`src/hw/fcd_pkg.sv`:
```
// package of constants and types for the flash command decoder
// Overview of operation
// [RULE_01] read mode passes array data without commands
// [RULE_02] commands open with AA at AAA, 55 at 554
// [RULE_03] 90 command then read 002 gives identifier
// [RULE_04] 90 command then read 004 gives protection
// [RULE_05] F0 anywhere returns to read mode; the code ignores F0 in bypass and as a program data word
// [RULE_06] program: unlock, A0, then data word
// [RULE_07] address on strobe fall, data on rise
// [RULE_08] sector erase 80, unlock, 30; more within 80us
// [RULE_09] bulk erase: unlock, 80, unlock, 10
// [RULE_10] B0 suspends running sector erase only
// [RULE_11] 30 resumes only a suspended erase
// [RULE_12] 20 enters bypass; A0 then data programs
// [RULE_13] bypass left by 90 then 00
// [RULE_14] decode address bits 11..0 with select active
// [RULE_15] host writes commands as even byte writes
// [RULE_16] bad byte or time-out returns read mode; in bypass the code returns to bypass instead
// [RULE_17] bytes decoded; execute when sequence complete
// [RULE_18] any select of array routes command there
// [RULE_19] secondary array lacks identifier read
// [RULE_20] power-up enters read mode
// [RULE_21] host runs code from the other array
// [RULE_22] ready/busy low while program or erase runs
// [RULE_23] reset command clears error flag
// [RULE_24] stray writes leave array contents unchanged
package fcd_pkg;
	localparam logic [11:0] FCD_UNLOCK1_ADDR = 12'hAAA;
	localparam logic [11:0] FCD_UNLOCK2_ADDR = 12'h554;
	localparam logic [11:0] FCD_ID_ADDR      = 12'h002;
	localparam logic [11:0] FCD_PROT_ADDR    = 12'h004;
	localparam logic [7:0]  FCD_CMD_UNLOCK1  = 8'hAA;
	localparam logic [7:0]  FCD_CMD_UNLOCK2  = 8'h55;
	localparam logic [7:0]  FCD_CMD_AUTOSEL  = 8'h90;
	localparam logic [7:0]  FCD_CMD_PROGRAM  = 8'hA0;
	localparam logic [7:0]  FCD_CMD_ERASE    = 8'h80;
	localparam logic [7:0]  FCD_CMD_SECTOR   = 8'h30;
	localparam logic [7:0]  FCD_CMD_BULK     = 8'h10;
	localparam logic [7:0]  FCD_CMD_SUSPEND  = 8'hB0;
	localparam logic [7:0]  FCD_CMD_RESET    = 8'hF0;
	localparam logic [7:0]  FCD_CMD_BYPASS   = 8'h20;
	localparam logic [7:0]  FCD_CMD_BYP_EXIT = 8'h00;
	localparam logic [7:0]  FCD_PROT_YES     = 8'h01;
	localparam logic [7:0]  FCD_PROT_NO      = 8'h00;
	// identifier value is arbitrary
	localparam logic [7:0]  FCD_ID_VALUE     = 8'h5A;
	localparam int          FCD_CLK_MHZ      = 250;
	// queue window for further sector addresses, microseconds
	localparam int          FCD_QUEUE_US     = 80;
	localparam int          FCD_QUEUE_CYC    = FCD_QUEUE_US * FCD_CLK_MHZ;
	// gap allowed between command bytes, microseconds
	localparam int          FCD_GAP_US       = 80;
	localparam int          FCD_GAP_CYC      = FCD_GAP_US * FCD_CLK_MHZ;
	localparam int          FCD_CNT_W        = 16;

	typedef enum logic [3:0] {
		FCD_READ, FCD_UNL1, FCD_UNL2, FCD_AUTOSEL, FCD_PROG_DATA,
		FCD_ERASE_80, FCD_ERASE_UNL1, FCD_ERASE_UNL2, FCD_ERASE_QUEUE,
		FCD_BYPASS, FCD_BYP_PROG, FCD_BYP_EXIT
	} fcd_state_type;

	typedef enum logic [1:0] {
		FCD_OP_NONE, FCD_OP_PROG, FCD_OP_SECTOR, FCD_OP_BULK
	} fcd_op_type;
endpackage

```
`src/hw/fcd_wr_if.sv`:
```
// interface carrying one decoded write strobe to the per-array decoder
`timescale 1ns/100ps
interface fcd_wr_if;
	logic        wr_fall;
	logic        wr_rise;
	logic        sel;
	logic [11:0] addr_low;
	logic [15:0] addr;
	logic [15:0] data;
	modport src (output wr_fall, wr_rise, sel, addr_low, addr, data);
	modport dst (input wr_fall, wr_rise, sel, addr_low, addr, data);
endinterface

```
`src/hw/fcd_array_dec.sv`:
```
// command sequencer for one flash array
`timescale 1ns/100ps
module fcd_array_dec
	import fcd_pkg::*;
#(
	parameter bit          HAS_ID    = 1'b1,
	parameter int unsigned QUEUE_CYC = FCD_QUEUE_CYC,
	parameter int unsigned GAP_CYC   = FCD_GAP_CYC
)
(
	// clock and reset
	input  wire logic        ref_clk_i,
	input  wire logic        rst_n_i,
	// decoded write events
	fcd_wr_if.dst            wr,
	// engine status and host read
	input  wire logic        engine_done_i,
	input  wire logic        engine_fail_i,
	input  wire logic        read_i,
	// results
	output logic             op_start_o,
	output fcd_op_type       op_kind_o,
	output logic [15:0]      op_addr_o,
	output logic [15:0]      op_data_o,
	output logic             busy_o,
	output logic             suspended_o,
	output logic             error_o,
	output logic             read_mode_o,
	output logic [7:0]       special_data_o,
	output logic             special_valid_o
);
	fcd_state_type          state_q, state_d;
	fcd_op_type             kind_q, kind_d;
	logic                   start_q, start_d;
	logic [15:0]            pa_q, pa_d, pd_q, pd_d;
	logic                   busy_q, busy_d, susp_q, susp_d, err_q, err_d;
	logic                   erasing_q, erasing_d;
	logic [FCD_CNT_W-1:0]   gap_q, gap_d;
	logic                   byp_q, byp_d;
	logic [7:0]             byte_v;
	logic                   adr_aaa, adr_554;
	logic                   data_phase;

	assign byte_v  = wr.data[7:0];
	// a program word is data, never a command byte
	assign data_phase = state_q == FCD_PROG_DATA
		|| state_q == FCD_BYP_PROG;
	assign adr_aaa = wr.addr_low == FCD_UNLOCK1_ADDR; // RULE_14
	assign adr_554 = wr.addr_low == FCD_UNLOCK2_ADDR; // RULE_14

	// next-state decode: one step per written byte
	always_comb
	begin
		state_d   = state_q;
		kind_d    = kind_q;
		start_d   = 1'b0;
		pa_d      = pa_q;
		pd_d      = pd_q;
		busy_d    = busy_q;
		susp_d    = susp_q;
		err_d     = err_q;
		erasing_d = erasing_q;
		byp_d     = byp_q;
		gap_d     = gap_q;
		// the engine finishing ends busy and erase
		if (engine_done_i)
		begin
			busy_d    = 1'b0; // RULE_22
			erasing_d = 1'b0;
			susp_d    = 1'b0;
		end
		// gap timer counts only inside an unfinished sequence
		if (state_q != FCD_READ && state_q != FCD_AUTOSEL
			&& state_q != FCD_BYPASS)
		begin
			if (gap_q == FCD_CNT_W'(0))
			begin
				// queue window closes: start the gathered erase
				if (state_q == FCD_ERASE_QUEUE)
				begin
					start_d   = 1'b1; // RULE_08
					busy_d    = 1'b1;
					erasing_d = 1'b1;
				end
				state_d = byp_q ? FCD_BYPASS : FCD_READ; // RULE_16
			end
			else
				gap_d = gap_q - FCD_CNT_W'(1);
		end
		if (wr.wr_fall && wr.sel)
			pa_d = wr.addr; // RULE_07
		if (wr.wr_rise && wr.sel)
		begin
			gap_d   = FCD_CNT_W'(GAP_CYC);
			state_d = FCD_READ; // RULE_16 default on a bad byte
			if (byte_v == FCD_CMD_RESET && !byp_q && !data_phase)
			begin
				err_d = 1'b0; // RULE_23
				state_d = FCD_READ; // RULE_05
			end
			else if (busy_q && !susp_q && erasing_q && !data_phase
				&& kind_q == FCD_OP_SECTOR
				&& byte_v == FCD_CMD_SUSPEND)
			begin
				susp_d  = 1'b1; // RULE_10
				state_d = FCD_READ;
			end
			else if (susp_q && byte_v == FCD_CMD_SECTOR
				&& state_q == FCD_READ)
			begin
				susp_d  = 1'b0; // RULE_11
				state_d = FCD_READ;
			end
			else
			begin
				case (state_q)
				FCD_READ:
					if (byte_v == FCD_CMD_UNLOCK1 && adr_aaa)
						state_d = FCD_UNL1; // RULE_02
				FCD_UNL1:
					if (byte_v == FCD_CMD_UNLOCK2 && adr_554)
						state_d = FCD_UNL2; // RULE_02
				FCD_UNL2:
					if (adr_aaa && byte_v == FCD_CMD_AUTOSEL)
						state_d = FCD_AUTOSEL;
					else if (adr_aaa && byte_v == FCD_CMD_PROGRAM
						&& !(busy_q && !susp_q))
						state_d = FCD_PROG_DATA; // RULE_06
					else if (adr_aaa && byte_v == FCD_CMD_ERASE
						&& !busy_q)
						state_d = FCD_ERASE_80;
					else if (adr_aaa && byte_v == FCD_CMD_BYPASS)
					begin
						byp_d   = 1'b1; // RULE_12
						state_d = FCD_BYPASS;
					end
				FCD_AUTOSEL:
					state_d = FCD_READ; // leave by reset or any write
				FCD_PROG_DATA, FCD_BYP_PROG:
				begin
					pd_d    = wr.data; // RULE_07
					kind_d  = FCD_OP_PROG;
					start_d = 1'b1; // RULE_17
					busy_d  = 1'b1;
					state_d = byp_q ? FCD_BYPASS : FCD_READ;
				end
				FCD_ERASE_80:
					if (byte_v == FCD_CMD_UNLOCK1 && adr_aaa)
						state_d = FCD_ERASE_UNL1;
				FCD_ERASE_UNL1:
					if (byte_v == FCD_CMD_UNLOCK2 && adr_554)
						state_d = FCD_ERASE_UNL2;
				FCD_ERASE_UNL2:
					if (byte_v == FCD_CMD_BULK && adr_aaa)
					begin
						kind_d    = FCD_OP_BULK; // RULE_09
						start_d   = 1'b1;
						busy_d    = 1'b1;
						erasing_d = 1'b1;
					end
					else if (byte_v == FCD_CMD_SECTOR)
					begin
						kind_d  = FCD_OP_SECTOR; // RULE_08
						gap_d   = FCD_CNT_W'(QUEUE_CYC);
						state_d = FCD_ERASE_QUEUE;
					end
				FCD_ERASE_QUEUE:
					if (byte_v == FCD_CMD_SECTOR)
					begin
						gap_d   = FCD_CNT_W'(QUEUE_CYC); // RULE_08
						state_d = FCD_ERASE_QUEUE;
					end
				FCD_BYPASS:
					if (byte_v == FCD_CMD_PROGRAM)
						state_d = FCD_BYP_PROG; // RULE_12
					else if (byte_v == FCD_CMD_AUTOSEL)
						state_d = FCD_BYP_EXIT;
					else
						state_d = FCD_BYPASS;
				FCD_BYP_EXIT:
					if (byte_v == FCD_CMD_BYP_EXIT)
					begin
						byp_d   = 1'b0; // RULE_13
						state_d = FCD_READ;
					end
					else
						state_d = FCD_BYPASS;
				default:
					state_d = FCD_READ;
				endcase
			end
		end
		// a failure in the same cycle as a reset command wins
		if (engine_fail_i)
			err_d = 1'b1;
	end

	// registers; reset lands in read mode
	always_ff @(posedge ref_clk_i or negedge rst_n_i)
	begin
		if (!rst_n_i)
		begin
			state_q   <= FCD_READ; // RULE_20
			kind_q    <= FCD_OP_NONE;
			start_q   <= 1'b0;
			pa_q      <= 16'h0000;
			pd_q      <= 16'h0000;
			busy_q    <= 1'b0;
			susp_q    <= 1'b0;
			err_q     <= 1'b0;
			erasing_q <= 1'b0;
			byp_q     <= 1'b0;
			gap_q     <= FCD_CNT_W'(0);
		end
		else
		begin
			state_q   <= state_d;
			kind_q    <= kind_d;
			start_q   <= start_d;
			pa_q      <= pa_d;
			pd_q      <= pd_d;
			busy_q    <= busy_d;
			susp_q    <= susp_d;
			err_q     <= err_d;
			erasing_q <= erasing_d;
			byp_q     <= byp_d;
			gap_q     <= gap_d;
		end
	end

	// special-read answer in autoselect mode
	always_comb
	begin
		special_valid_o = 1'b0;
		special_data_o  = 8'h00;
		if (state_q == FCD_AUTOSEL && read_i)
		begin
			if (wr.addr_low == FCD_ID_ADDR && HAS_ID)
			begin
				special_valid_o = 1'b1; // RULE_03 RULE_19
				special_data_o  = FCD_ID_VALUE;
			end
			else if (wr.addr_low == FCD_PROT_ADDR)
			begin
				special_valid_o = 1'b1; // RULE_04
				special_data_o  = FCD_PROT_NO;
			end
		end
	end

	assign op_start_o  = start_q; // RULE_24 only full sequences start
	assign op_kind_o   = kind_q;
	assign op_addr_o   = pa_q;
	assign op_data_o   = pd_q;
	assign busy_o      = busy_q;
	assign suspended_o = susp_q;
	assign error_o     = err_q;
	assign read_mode_o = state_q == FCD_READ && !byp_q; // RULE_01
endmodule

```
`src/hw/fcd_top.sv`:
```
// top of the flash command decoder for both arrays
`timescale 1ns/100ps
module fcd_top
	import fcd_pkg::*;
(
	// clock and reset
	input  wire logic        ref_clk_i,
	input  wire logic        rst_n_i,
	// host bus
	input  wire logic        low_byte_write_strobe_n_i,
	input  wire logic        rd_i,
	input  wire logic [15:0] addr_i,
	input  wire logic [15:0] data_i,
	input  wire logic [7:0]  primary_sector_selects_i,
	input  wire logic [3:0]  secondary_sector_selects_i,
	// protection status per sector
	input  wire logic [7:0]  primary_protect_i,
	input  wire logic [3:0]  secondary_protect_i,
	// program/erase engines
	input  wire logic [1:0]  engine_done_i,
	input  wire logic [1:0]  engine_fail_i,
	output logic [1:0]       op_start_o,
	output logic [3:0]       op_kind_o,
	output logic [15:0]      op_addr_o,
	output logic [15:0]      op_data_o,
	// status
	output logic             ready_busy_output_o,
	output logic [1:0]       error_flag_bit_o,
	output logic [1:0]       read_mode_o,
	output logic [1:0]       suspended_o,
	output logic [7:0]       special_data_o,
	output logic             special_valid_o
);
	logic        strobe_q, strobe_d;
	logic        fall, rise;
	logic [1:0]  sel;
	logic [1:0]  start, busy, err, rmode, susp, sval;
	fcd_op_type  kind [2];
	logic [15:0] oaddr [2], odata [2];
	logic [7:0]  sdat [2];
	logic        prot_bit;
	logic [15:0] addr_d, data_d;
	logic [3:0]  kind_d;
	logic [7:0]  sdat_d;

	assign strobe_d = low_byte_write_strobe_n_i;
	assign fall = strobe_q && !low_byte_write_strobe_n_i;
	assign rise = !strobe_q && low_byte_write_strobe_n_i;
	assign sel[0] = |primary_sector_selects_i; // RULE_18
	assign sel[1] = |secondary_sector_selects_i; // RULE_18
	assign prot_bit = |(primary_protect_i & primary_sector_selects_i)
		|| |(secondary_protect_i & secondary_sector_selects_i);

	// one sequencer per array; only the primary answers the identifier
	for (genvar g = 0; g < 2; g++)
	begin : g_arr
		fcd_wr_if wr_if ();
		assign wr_if.wr_fall  = fall;
		assign wr_if.wr_rise  = rise;
		assign wr_if.sel      = sel[g];
		assign wr_if.addr_low = addr_i[11:0]; // RULE_14
		assign wr_if.addr     = addr_i;
		assign wr_if.data     = data_i;
		fcd_array_dec #(.HAS_ID(g == 0)) u_dec (
			.ref_clk_i       (ref_clk_i),
			.rst_n_i         (rst_n_i),
			.wr              (wr_if),
			.engine_done_i   (engine_done_i[g]),
			.engine_fail_i   (engine_fail_i[g]),
			.read_i          (rd_i && sel[g]),
			.op_start_o      (start[g]),
			.op_kind_o       (kind[g]),
			.op_addr_o       (oaddr[g]),
			.op_data_o       (odata[g]),
			.busy_o          (busy[g]),
			.suspended_o     (susp[g]),
			.error_o         (err[g]),
			.read_mode_o     (rmode[g]),
			.special_data_o  (sdat[g]),
			.special_valid_o (sval[g])
		);
	end

	// steer address and data from the array that started; kind carries both arrays
	always_comb
	begin
		addr_d = start[1] ? oaddr[1] : oaddr[0];
		data_d = start[1] ? odata[1] : odata[0];
		kind_d = {kind[1], kind[0]};
		sdat_d = sval[1] ? sdat[1] : sdat[0];
		// protection answer reflects the selected sector
		if (|sval && sdat_d == FCD_PROT_NO && prot_bit
			&& addr_i[11:0] == FCD_PROT_ADDR)
			sdat_d = FCD_PROT_YES; // RULE_04
	end

	// all outputs registered
	always_ff @(posedge ref_clk_i or negedge rst_n_i)
	begin
		if (!rst_n_i)
		begin
			strobe_q            <= 1'b1;
			op_start_o          <= 2'h0;
			op_kind_o           <= 4'h0;
			op_addr_o           <= 16'h0000;
			op_data_o           <= 16'h0000;
			ready_busy_output_o <= 1'b1;
			error_flag_bit_o    <= 2'h0;
			read_mode_o         <= 2'h3;
			suspended_o         <= 2'h0;
			special_data_o      <= 8'h00;
			special_valid_o     <= 1'b0;
		end
		else
		begin
			strobe_q            <= strobe_d;
			op_start_o          <= start;
			op_kind_o           <= kind_d;
			op_addr_o           <= addr_d;
			op_data_o           <= data_d;
			ready_busy_output_o <= ~|busy; // RULE_22
			error_flag_bit_o    <= err;
			read_mode_o         <= rmode;
			suspended_o         <= susp;
			special_data_o      <= sdat_d;
			special_valid_o     <= |sval;
		end
	end
endmodule

```
`config.mk`:
```
export PLATFORM = sky130hd
export DESIGN_NAME = fcd_top
export DESIGN_NICKNAME = d
export VERILOG_FILES = /design/src/hw/fcd_pkg.sv /design/src/hw/fcd_wr_if.sv /design/src/hw/fcd_array_dec.sv /design/src/hw/fcd_top.sv
export SDC_FILE = /design/constraint.sdc
export NUM_CORES = 1
export LEC_CHECK = 0
export BUFFER_PORTS_ARGS = -buffer_cell sky130_fd_sc_hd__buf_2
export CAP_MARGIN = 40
export CORE_MARGIN = 5
export CORE_UTILIZATION = 55
export DETAILED_ROUTE_END_ITERATION = 10
export PLACE_DENSITY = 0.74
export SLEW_MARGIN = 20
export SYNTH_ARGS = -nofsm -noshare
export SYNTH_HDL_FRONTEND = slang
export SYNTH_SLANG_ARGS = --single-unit
```
`constraint.sdc`:
```
create_clock -name ref_clk_i -period 3.1 [get_ports ref_clk_i]
set_input_delay 0.155 -clock ref_clk_i [delete_from_list [all_inputs] [get_ports ref_clk_i]]
set_output_delay 0.155 -clock ref_clk_i [all_outputs]
set_load 0.02 [all_outputs]
```
==> flow_summary.yaml, run 1 <==
clocking:
  post_cts_resized: 0
  ctsRootBufferMaster: "clkbuf_16"
  cts_buffer_depth: 2
  tritoncts: "done"
  clk_pin_slew_ns: 0.06
  h-tree-depth: 4
  numCtsBuffers: 17
  postCtsSetupBuffers: 0
  clk-insertion-delay-late_ns: 0.43
  clkSinkCount: 169
layout:
  nets: 885
  n_fill_cell: 1042
  syn_to_final_growth_pct: 19.80
  n_antenna_cell: 0
  final_cells: 1012
  drive_gt1_share_pct: 33.29
  finalInstanceArea_sq_mm: 0.009349
detailed_routing:
  drc: 0
  antenna_left: 0
  firstDrtPassIters: 7
  routed_wirelength_mm: 19.16
  routedWlPerCell_um: 18.93
  vias: 5938
  drt_iter0_markers: 583
  viasPerCell: 5.868
worst_setup_path:
  startpoint_type: "flip-flop"
  crit_path_cell_trace: "or3b_1 -> a21oi_1 -> nor3_1 -> or4_1 -> a211o_1 -> o22ai_1"
  required_ns: 3.44
  worst_path_max_delay_cell: "or4_1"
  critPathKind: "flip-flop to flip-flop"
  crit_arrival_ns: 3.10
  slowest_delay_ns: 0.61
  cp-end-kind: "flip-flop"
  rr_worst_depth: 6
  path_max_fanout: 14
synthesis:
  async_flop_share_pct: 100.0
  synth-seq-area-share_pct: 54.26
  yosysUniqueCellTypes: 63
  synth-edff-count: 0
  ys_ff_latch: 169
  ys.flop_type: "dfrtp_1"
  syn_area_sq_mm: 0.007804
  synth_cells: 690
  avgSynthCellArea_sq_um: 11.31
  yosysWarnings: 0
floorplan:
  die_x_um: 129.1
  pin_count: 118
  row_count: 43
  start_util_pct: 56.22
  die_height_um: 129.1
  coreArea_sq_mm: 0.01388
  fp.dieArea_sq_mm: 0.01667
placed_design:
  io_buffers: 114
  routabilityCongestion: 0.9275
  dpl_cell_area_sq_mm: 0.008544
  dpl.hpwl_mm: 13.62
  dp.cells: 961
timing:
  setup_violations: 0
  slew_headroom_pct: 45.05
  tightestPinTransition_ns: 0.8242
  fin_skew_ns: 0.005814
  finalCritPeriodShare_pct: 89.23
  tns_ns: 0
  max_freq_mhz: 361.5
  finalMaxSlewViolations: 0
  post-route-min-period_ns: 2.766
  rsz0062_at_grt: "false"
  hold_viol: 0
global_routing:
  grt.overflow.total: 0
  grt_pass1_wl_mm: 31.02
  grt_usage_pct: 23.65
  grt_pass1_vias: 6048
  grt_max_degree: 69
  antenna_found_initial: 0
power:
  ir_drop_uv: 405.7
  power_switching_mw: 1.165
  power_density_mw_per_mm2: 523.4
  clockPowerShare_pct: 44.3
  comb_power_share_pct: 7.7
  leakage_nw: 4.212
  power_frac_seq_pct: 48.0
  switching_share_pct: 23.81
  internal-power_mw: 3.728
min_path:
  hold_depth: 2
  hp-class: "input port to flip-flop"
run:
  maxCapViolCount: 0
run_status:
  status: "completed"
## logic make-up after synthesis
| group | count (synthesis) | share of synthesized area, % |
|---|---|---|
| AOI/OAI and AO/OA | 86 | 7.247 |
| adders and majority gates | 2 | 0.3206 |
| buffers and inverters | 50 | 2.886 |
| muxes | 99 | 14.21 |
| other | 1 | 0.04805 |
| xor gates and xnor gates | 25 | 2.806 |
| and+or+nand+nor | 258 | 18.23 |
| DFF | 169 | 54.26 |
## metal layers
metal	share of wire (%)	vias to the layer above	global-route usage (%)
li1	-	2747	-
met1	42	3012	31.32
met4	1.2	0	5.374
met2	51	157	38.87
met5	0	-	0
met3	5.7	22	6.925
## power by group through the flow
stage	sequential (mW)	clock, mW	combinational (mW)
2_1_floorplan	2.42	0	0.149
3_3_place_gp	2.38	0	0.348
3_5_place_dp	2.39	0	0.362
4_1_cts	2.35	2.20	0.382
5_1_grt	2.36	2.30	0.414
6_report	2.35	2.17	0.378
## cells in the final DEF (no fill, tap or decap), types with 4 or more instances in the layout
cell type | Yosys | final
nor3_1 | 19 | 19
nand4_1 | 23 | 23
xor2_1 | 23 | 23
or2_2 | 10 | 10
mux2_2 | 94 | 94
a21oi_1 | 20 | 20
o21ai_0 | 18 | 18
buf_4 | 6 | 11
nand3_1 | 21 | 21
inv_6 | 0 | 5
buf_2 | 0 | 113
nor2_1 | 47 | 47
nand2_1 | 41 | 41
dfstp_2 | 4 | 4
dlygate4sd3_1 | 0 | 18
o22ai_1 | 8 | 8
nand3b_1 | 7 | 7
nor3b_1 | 5 | 4
a221oi_1 | 4 | 4
inv_1 | 13 | 13
clkbuf_16 | 0 | 17
nor2b_1 | 11 | 11
o31ai_1 | 6 | 6
or3_1 | 9 | 9
or4_1 | 11 | 11
nor4_1 | 19 | 19
dfrtp_1 | 165 | 165
mux2i_1 | 5 | 5
nand2b_1 | 17 | 17
a22o_1 | 4 | 4
## critical path: cells and delay by family, from the launching register on
family	cells	cell delay, ns
AOI/OAI and AO/OA	3	0.98
DFF	1	0.56
and+or+nand+nor	3	1.14
## path summary, 6_finish.rpt
| kind | startpoint | endpoint | slack, ns |
|---|---|---|---|
| worst max-delay path | g_arr[0].u_dec.state_q[2]$_DFFE_PN0P_ | g_arr[0].u_dec.state_q[3]$_DFFE_PN0P_ | 0.33 |
| worst min-delay path | addr_i[3] | g_arr[0].u_dec.op_addr_o[3]$_DFFE_PN0P_ | 0.01 |
| worst max register to register | g_arr[0].u_dec.state_q[2]$_DFFE_PN0P_ | g_arr[0].u_dec.state_q[3]$_DFFE_PN0P_ | 0.33 |
| worst min register to register | g_arr[0].u_dec.op_start_o$_DFF_PN0_ | op_start_o[0]$_DFF_PN0_ | 0.36 |
| max in group asynchronous | rst_n_i | read_mode_o[1]$_DFF_PN1_ | 1.98 |
| min in group asynchronous | rst_n_i | g_arr[0].u_dec.gap_q[13]$_DFFE_PN0P_ | 0.29 |
## cell usage after synthesis (3+ instances only)
cell,count,share of area [%]
dfrtp_1,165,53
mux2_2,94,14
nor2_1,47,2.3
nand2_1,41,2.0
clkbuf_1,25,1.2
nand4_1,23,1.8
xor2_1,23,2.6
nand3_1,21,1.3
a21oi_1,20,1.3
nor3_1,19,1.2
nor4_1,19,1.5
o21ai_0,18,1.2
nand2b_1,17,1.4
inv_1,13,0.63
nor2b_1,11,0.88
or4_1,11,1.1
or2_2,10,0.80
or3_1,9,0.72
o22ai_1,8,0.64
nand3b_1,7,0.67
buf_4,6,0.58
o31ai_1,6,0.58
mux2i_1,5,0.64
nor3b_1,5,0.48
a221oi_1,4,0.45
a22o_1,4,0.45
buf_1,4,0.19
dfstp_2,4,1.3
a21o_1,3,0.29
nand4b_1,3,0.34
o21ai_1,3,0.19
## repair_timing
action | 4_1_cts | 5_1_grt
endpoints found under the setup margin | 0 | 0
hold endpoints to repair | 92 | 0
hold buffers | 18 | 0
## stage by stage
| stage | setup slack [ns] | utilization (%) | total power, mW | hold slack, ns |
|---|---|---|---|---|
| 2_1_floorplan | 0.8077 | - | 2.565 | -0.1406 |
| 3_3_place_gp | 0.5709 | 61.56 | 2.727 | 0.1811 |
| 3_5_place_dp | 0.4365 | 61.56 | 2.751 | 0.2032 |
| 4_1_cts | 0.4208 | 67.24 | 4.928 | 0.001144 |
| 5_1_grt | 0.1923 | 67.35 | 5.074 | 0.008568 |
| 6_report | 0.3337 | 67.35 | 4.893 | 0.01366 |
## cell type report
class / instances / area, sq um / area share [%]
sequential: 169 / 4234 / 45.29
multi-input combinational: 473 / 3357 / 35.91
timing repair buffer: 145 / 874.6 / 9.355
clock buffer: 20 / 456.7 / 4.885
tap: 180 / 225.2 / 2.409
clock inverter: 12 / 152.6 / 1.633
inverter: 13 / 48.80 / 0.5219
## registers in the layout (all words and copies together), names as in the netlist, 2 cells and up
register and cells:
g_arr.u_dec.erasing_q 2, g_arr.u_dec.op_data_o 32, special_data_o 2, g_arr.u_dec.op_kind_o 4
error_flag_bit_o 2, g_arr.u_dec.suspended_o 2, g_arr.u_dec.state_q 8, op_data_o 16
g_arr.u_dec.byp_q 2, g_arr.u_dec.op_addr_o 32, g_arr.u_dec.error_o 2, op_addr_o 16
op_start_o 2, suspended_o 2, g_arr.u_dec.op_start_o 2, op_kind_o 4
g_arr.u_dec.gap_q 32, g_arr.u_dec.busy_o 2, read_mode_o 2
No activity file was read; power rests on OpenSTA's default activity.
==> inputs of run 2 (changes only) <==
--- a/config.mk
+++ b/config.mk
@@ -14,4 +14,5 @@
 export SLEW_MARGIN = 20
 export SYNTH_ARGS = -nofsm -noshare
 export SYNTH_HDL_FRONTEND = slang
+export SYNTH_HIERARCHICAL = 1
 export SYNTH_SLANG_ARGS = --single-unit
==> run 2 against run 1 <==
  * Clock skew up 0.0041 ns
  * Power down 0.33%
  * Wire length increased by 4.6%
  * Highest routed layer unchanged
  * Largest power group unchanged
  * Largest cell class unchanged
==> flow_summary.yaml, run 2 <==
timing:
  slew_headroom_pct: 46.74
  finalMaxSlewViolations: 0
  hold_viol: 0
  fin_skew_ns: 0.009938
  max_freq_mhz: 406.7
  rsz0062_at_grt: "false"
  finalCritPeriodShare_pct: 79.32
  setup_violations: 0
  setup_ws_ns: 0.6412
  post-route-min-period_ns: 2.459
  tightestPinTransition_ns: 0.7969
  tns_ns: 0
power:
  leakage_nw: 4.424
  internal-power_mw: 3.632
  comb_power_share_pct: 8.6
  clockPowerShare_pct: 41.7
  power_frac_seq_pct: 49.7
  power_switching_mw: 1.245
  power_density_mw_per_mm2: 484.9
  ir_drop_uv: 367.7
  switching_share_pct: 25.53
clocking:
  ctsRootBufferMaster: "clkbuf_16"
  postCtsSetupBuffers: 0
  cts_buffer_depth: 2
  h-tree-depth: 4
  numCtsBuffers: 17
  clk_pin_slew_ns: 0.07
  tritoncts: "done"
  clk-insertion-delay-late_ns: 0.43
  clkSinkCount: 175
global_routing:
  grt.overflow.total: 0
  grt_pass1_wl_mm: 33.20
  grt_pass1_vias: 6689
  grt_usage_pct: 22.65
  grt_max_degree: 85
  antenna_found_initial: 0
floorplan:
  pin_count: 118
  fp.dieArea_sq_mm: 0.01819
  die_x_um: 134.9
  start_util_pct: 56.22
  row_count: 45
  die_height_um: 134.9
  coreArea_sq_mm: 0.01526
layout:
  drive_gt1_share_pct: 31.82
  final_common_cell: "dfrtp_1"
  final_cell_mix: "dfrtp_1, buf_2, mux2_2"
  n_fill_cell: 1164
  top_regs: "g_arr.u_dec/gap_q x32, g_arr.u_dec/op_addr_o x32, g_arr.u_dec/op_data_o x32"
  final_util_pct: 65.92
  nets: 955
  n_antenna_cell: 0
  syn_to_final_growth_pct: 17.25
worst_setup_path:
  worstReg2RegEnd: "g_arr[0].u_dec/gap_q[3]$_DFFE_PN0P_"
  timing.rr.start: "g_arr[0].u_dec/gap_q[12]$_DFFE_PN0P_"
  critPathKind: "input port to flip-flop"
  path_max_fanout: 18
  slowest_delay_ns: 0.63
  cp-end-kind: "flip-flop"
  worst_path_max_delay_cell: "and2_1"
  required_ns: 3.44
  crit_path_cell_trace: "dlygate4sd3_1 -> buf_2 -> nor2b_1 -> and2_1 -> o41ai_1 -> a21oi_1 -> nand3b_1 -> o211ai_1"
  regToRegSetupSlack_ns: 0.69
  startpoint_type: "input port"
  rr_worst_depth: 6
  crit_arrival_ns: 2.80
placed_design:
  place_ws_ns: 0.6302
  dpl.hpwl_mm: 14.02
  routabilityCongestion: 0.9058
  io_buffers: 117
synthesis:
  async_flop_share_pct: 100.0
  synth-edff-count: 0
  syn_area_sq_mm: 0.008578
  ys_ff_latch: 175
  synth-seq-area-share_pct: 51.11
  avgSynthCellArea_sq_um: 11.26
  synth_cells: 762
  synth.top_cell.area_share_pct: 49.88
  synth.most_common_cell: "dfrtp_1"
  ys.flop_type: "dfrtp_1"
  synth.top_cells.by_count: "dfrtp_1, mux2_2, nand2_1"
  yosys-top-cells-area: "dfrtp_1, mux2_2, nand2_1, nor2_1, nor4_1"
  yosysWarnings: 6
  yosysTopAreaCell: "dfrtp_1"
  yosysUniqueCellTypes: 78
detailed_routing:
  drt_iter0_markers: 463
  firstDrtPassIters: 5
  vias: 6561
  routed_wirelength_mm: 20.03
  viasPerCell: 5.895
  antenna_left: 0
  routedWlPerCell_um: 18.00
  drc: 0
min_path:
  hp-class: "input port to flip-flop"
  holdPathEnd: "g_arr[0].u_dec/erasing_q$_DFF_PN0_"
  hold_start: "engine_done_i[0]"
  hold_depth: 4
run_status:
  status: "completed"
run:
  maxCapViolCount: 0
run 2: cell count changes after synthesis, sizes merged, moves of 6 or more:
cell	delta
nand4	-8
nor4	+6
nand2b	-6
clkbuf	-6
xnor2	+14
xor2	-14
dfrtp	+6
mux2	+10
nor4b	+8
nand2	+9
buf	+15
run 2: kinds of logic (layout without fill, tap and decap cells):
group / count (synthesis) / after routing / share of synthesized area (%)
AOI/OAI and AO/OA: 97 / 97 / 7.819
xor gates and xnor gates: 25 / 25 / 2.553
adders and majority gates: 2 / 2 / 0.2917
buffers and inverters: 56 / 186 / 3.486
DFF: 175 / 175 / 51.11
muxes: 106 / 106 / 13.93
other: 2 / 12 / 0.08755
and+or+nand+nor: 299 / 299 / 20.73
run 2: final cells by class:
| cell class | instances | area [sq um] | area share (%) |
|---|---|---|---|
| flip-flops and latches | 175 | 4384 | 43.59 |
| clock buffers | 18 | 429.2 | 4.267 |
| clock inverters | 14 | 141.4 | 1.406 |
| multi-input cells | 541 | 3933 | 39.10 |
| repair buffers | 144 | 869.6 | 8.645 |
| well taps | 211 | 264.0 | 2.625 |
| inverters | 10 | 37.54 | 0.3732 |
run 2: timing repair:
action / in CTS / in global routing
gates resized for setup: 0 / 0
hold endpoints to repair: 108 / 0
hold buffers: 17 / 0
run 2: stage by stage:
stage,instances,power (mW),hold WS (ns),area [sq um]
2_1_floorplan,772,2.673,-0.1406,8616
3_3_place_gp,1063,2.846,0.2428,9290
3_5_place_dp,1063,2.864,0.2607,9290
4_1_cts,1112,4.933,0.01928,10030
5_1_grt,1113,5.092,0.03617,10060
6_report,1113,4.877,0.03564,10060
run 2: critical path: cells and delay by family:
| family | cells | cell delay [ns] |
|---|---|---|
| AO/OA/AOI/OAI | 3 | 0.87 |
| buffers and inverters | 2 | 0.67 |
| AND/OR/NAND/NOR | 3 | 1.10 |
run 2: power by group through the flow:
| stage | clock, mW | sequential (mW) | combinational (mW) |
|---|---|---|---|
| 4_1_cts | 2.09 | 2.42 | 0.418 |
| 3_3_place_gp | 0 | 2.46 | 0.387 |
| 3_5_place_dp | 0 | 2.46 | 0.399 |
| 5_1_grt | 2.20 | 2.43 | 0.462 |
| 6_report | 2.03 | 2.42 | 0.420 |
| 2_1_floorplan | 0 | 2.50 | 0.174 |
run 2: routing by layer:
metal | part of all wire, % | track usage [%] | up-vias
li1 | - | - | 3040
met1 | 41 | 28.82 | 3248
met2 | 51 | 37.91 | 228
met3 | 5.4 | 4.694 | 45
met4 | 2.6 | 9.219 | 0
met5 | 0 | 0 | -
run 2: worst max-delay path by stage:
stage,to,slack (ns),start,depth (start not counted)
3_3_place_gp,special_data_o[0]$_DFF_PN0_,0.69,addr_i[6],9
3_5_place_dp,special_data_o[0]$_DFF_PN0_,0.63,addr_i[6],9
4_1_cts,g_arr[0].u_dec/gap_q[3]$_DFFE_PN0P_,0.67,g_arr[0].u_dec/gap_q[12]$_DFFE_PN0P_,6
5_1_grt,g_arr[1].u_dec/state_q[0]$_DFFE_PN0P_,0.29,low_byte_write_strobe_n_i,8
6_report,g_arr[1].u_dec/state_q[0]$_DFFE_PN0P_,0.64,low_byte_write_strobe_n_i,8
2_1_floorplan,special_data_o[0]$_DFF_PN0_,0.93,addr_i[6],9
==> inputs of run 3 (changes only) <==
==> constraint.sdc (replaced) <==
create_clock -name ref_clk_i -period 2.5 [get_ports ref_clk_i]
set_input_delay 0.125 -clock ref_clk_i [delete_from_list [all_inputs] [get_ports ref_clk_i]]
set_output_delay 0.125 -clock ref_clk_i [all_outputs]
set_load 0.02 [all_outputs]
==> run 3 against run 2 <==
  * Clock skew rose by 0.0018 ns
  * Sequential power increased by 24%
  * Critical path depth down 2
  * Combinational power grew 28%
  * Non-clock buffer count grew 26
  * First-iteration DRC count rose by 26%
  * Register-to-register slack got worse by 0.45 ns
  * Setup slack lost 0.40 ns
  * Count of clock-buffer cells in the layout unchanged
  * Die area is the same
  * Design area increased by 2.3%
  * Largest cell class unchanged
  * Largest power group unchanged
==> flow_summary.yaml, run 3 (synthesis results as in run 2) <==
floorplan:
  start_util_pct: 56.22
  row_count: 45
  pin_count: 118
  die_height_um: 134.9
  fp.dieArea_sq_mm: 0.01819
  die_x_um: 134.9
  coreArea_sq_mm: 0.01526
global_routing:
  grt_pass1_vias: 6855
  grt.overflow.total: 0
  antenna_found_initial: 0
  grt_usage_pct: 23.55
  grt_pass1_wl_mm: 34.33
  grt_max_degree: 69
detailed_routing:
  dr_wl_met3_mm: 1.126
  firstDrtPassIters: 7
  routed_wirelength_mm: 20.85
  viasPerCell: 5.882
  top_layer_used: "met4"
  routedWlPerCell_um: 18.31
  met1_length_mm: 8.718
  wl_met2_mm: 10.63
  antenna_left: 0
  drt_iter0_markers: 582
  drc: 0
  vias: 6700
clocking:
  post_cts_resized: 0
  clk-insertion-delay-late_ns: 0.43
  ctsRootBufferMaster: "clkbuf_16"
  postCtsSetupBuffers: 0
  clkSinkCount: 175
  numCtsBuffers: 17
  tritoncts: "done"
  cts_buffer_depth: 2
  h-tree-depth: 4
  clk_pin_slew_ns: 0.07
  cts-hold-fix-buffers: 18
timing:
  fin_skew_ns: 0.01174
  finalCritPeriodShare_pct: 90.22
  max_freq_mhz: 443.4
  setup_violations: 0
  finalMaxSlewViolations: 0
  rsz0062_at_grt: "false"
  slew_headroom_pct: 52.97
  setup_ws_ns: 0.2446
  tns_ns: 0
  post-route-min-period_ns: 2.255
  hold_viol: 0
  tightestPinTransition_ns: 0.7007
worst_setup_path:
  required_ns: 2.86
  cp-end-kind: "flip-flop"
  startpoint_type: "flip-flop"
  crit_arrival_ns: 2.61
  path_max_fanout: 11
  critPathKind: "flip-flop to flip-flop"
layout:
  multiInputGateArea_sq_mm: 0.003933
  final_cell_mix: "dfrtp_1, buf_2, mux2_2"
  top_regs: "g_arr.u_dec/gap_q x32, g_arr.u_dec/op_addr_o x32, g_arr.u_dec/op_data_o x32"
  final_common_cell: "dfrtp_1"
  n_antenna_cell: 0
  syn_to_final_growth_pct: 19.97
  seq_area_sq_mm: 0.004384
  nets: 981
  drive_gt1_share_pct: 33.73
  n_fill_cell: 1124
min_path:
  hp-class: "input port to flip-flop"
power:
  switching_share_pct: 24.64
  power_frac_seq_pct: 47.9
  ir_drop_uv: 687.0
  leakage_nw: 4.570
  internal-power_mw: 4.729
  power_density_mw_per_mm2: 609.7
  clockPowerShare_pct: 43.5
  comb_power_share_pct: 8.5
  power_switching_mw: 1.546
run:
  maxCapViolCount: 0
run_status:
  status: "completed"
placed_design:
  io_buffers: 117
  routabilityCongestion: 0.8890
  dpl.hpwl_mm: 14.73
  place_ws_ns: 0.2404
run 3: cell types whose count changed in the layout (fill, tap and decap cells not counted), sizes merged:
cell and change:
inv -1, bufinv +2, dlygate4sd3 +1, clkinv -2, buf +25, clkinvlp +1
run 3: power by group through the flow:
stage / Sequential (mW) / Clock, mW / Combinational, mW
6_report: 3.01 / 2.73 / 0.536
3_5_place_dp: 3.06 / 0 / 0.514
4_1_cts: 3.01 / 2.81 / 0.540
3_3_place_gp: 3.05 / 0 / 0.496
5_1_grt: 3.02 / 2.93 / 0.586
2_1_floorplan: 3.10 / 0 / 0.215
run 3: through the flow:
step,utilization (%),power [mW],cells,hold WS (ns),cell area (sq um)
after floorplan,-,3.314,772,-0.1706,8616
after global placement,62.25,3.546,1089,0.1651,9498
after detailed placement,62.25,3.570,1089,0.1725,9498
after CTS,67.45,6.352,1139,0.001346,10290
after global routing,67.45,6.537,1139,0.02266,10290
final,67.45,6.275,1139,0.02594,10290
run 3: critical path, stage by stage (launching register included):
cell and delay, ns:
dfrtp_1 0.46, buf_4 0.20, o21ba_2 0.24, a211o_1 0.23
nand4_1 0.37, or4_1 0.53, a21oi_1 0.14
run 3: area by class of cell:
| class | instances | area share (%) |
|---|---|---|
| clock buffer | 18 | 4.267 |
| clock inverter | 14 | 1.690 |
| inverter | 10 | 0.3647 |
| multi-input combinational | 541 | 38.21 |
| sequential | 175 | 42.60 |
| tap | 211 | 2.565 |
| timing repair buffer | 170 | 10.30 |
run 3: path summary, 6_finish.rpt:
path                                                        from                                       to  slack, ns  cells after the start
max                        g_arr[1].u_dec/state_q[0]$_DFFE_PN0P_     g_arr[1].u_dec/gap_q[15]$_DFFE_PN0P_       0.24                      6
min                                                    addr_i[3]  g_arr[1].u_dec/op_addr_o[3]$_DFFE_PN0P_       0.03                      2
max reg2reg                g_arr[1].u_dec/state_q[0]$_DFFE_PN0P_     g_arr[1].u_dec/gap_q[15]$_DFFE_PN0P_       0.24                      6
min reg2reg                  g_arr[0].u_dec/op_start_o$_DFF_PN0_                  op_start_o[0]$_DFF_PN0_       0.35                      0
max in group asynchronous                                rst_n_i                 read_mode_o[0]$_DFF_PN1_       1.46                      3
min in group asynchronous                                rst_n_i      g_arr[1].u_dec/gap_q[6]$_DFFE_PN0P_       0.28                      2
run 3: metal layers:
| layer | GRT usage, % | vias to the layer above |
|---|---|---|
| met5 | 0 | - |
| li1 | - | 3103 |
| met1 | 29.70 | 3347 |
| met3 | 5.514 | 37 |
| met2 | 40.36 | 213 |
| met4 | 7.353 | 0 |
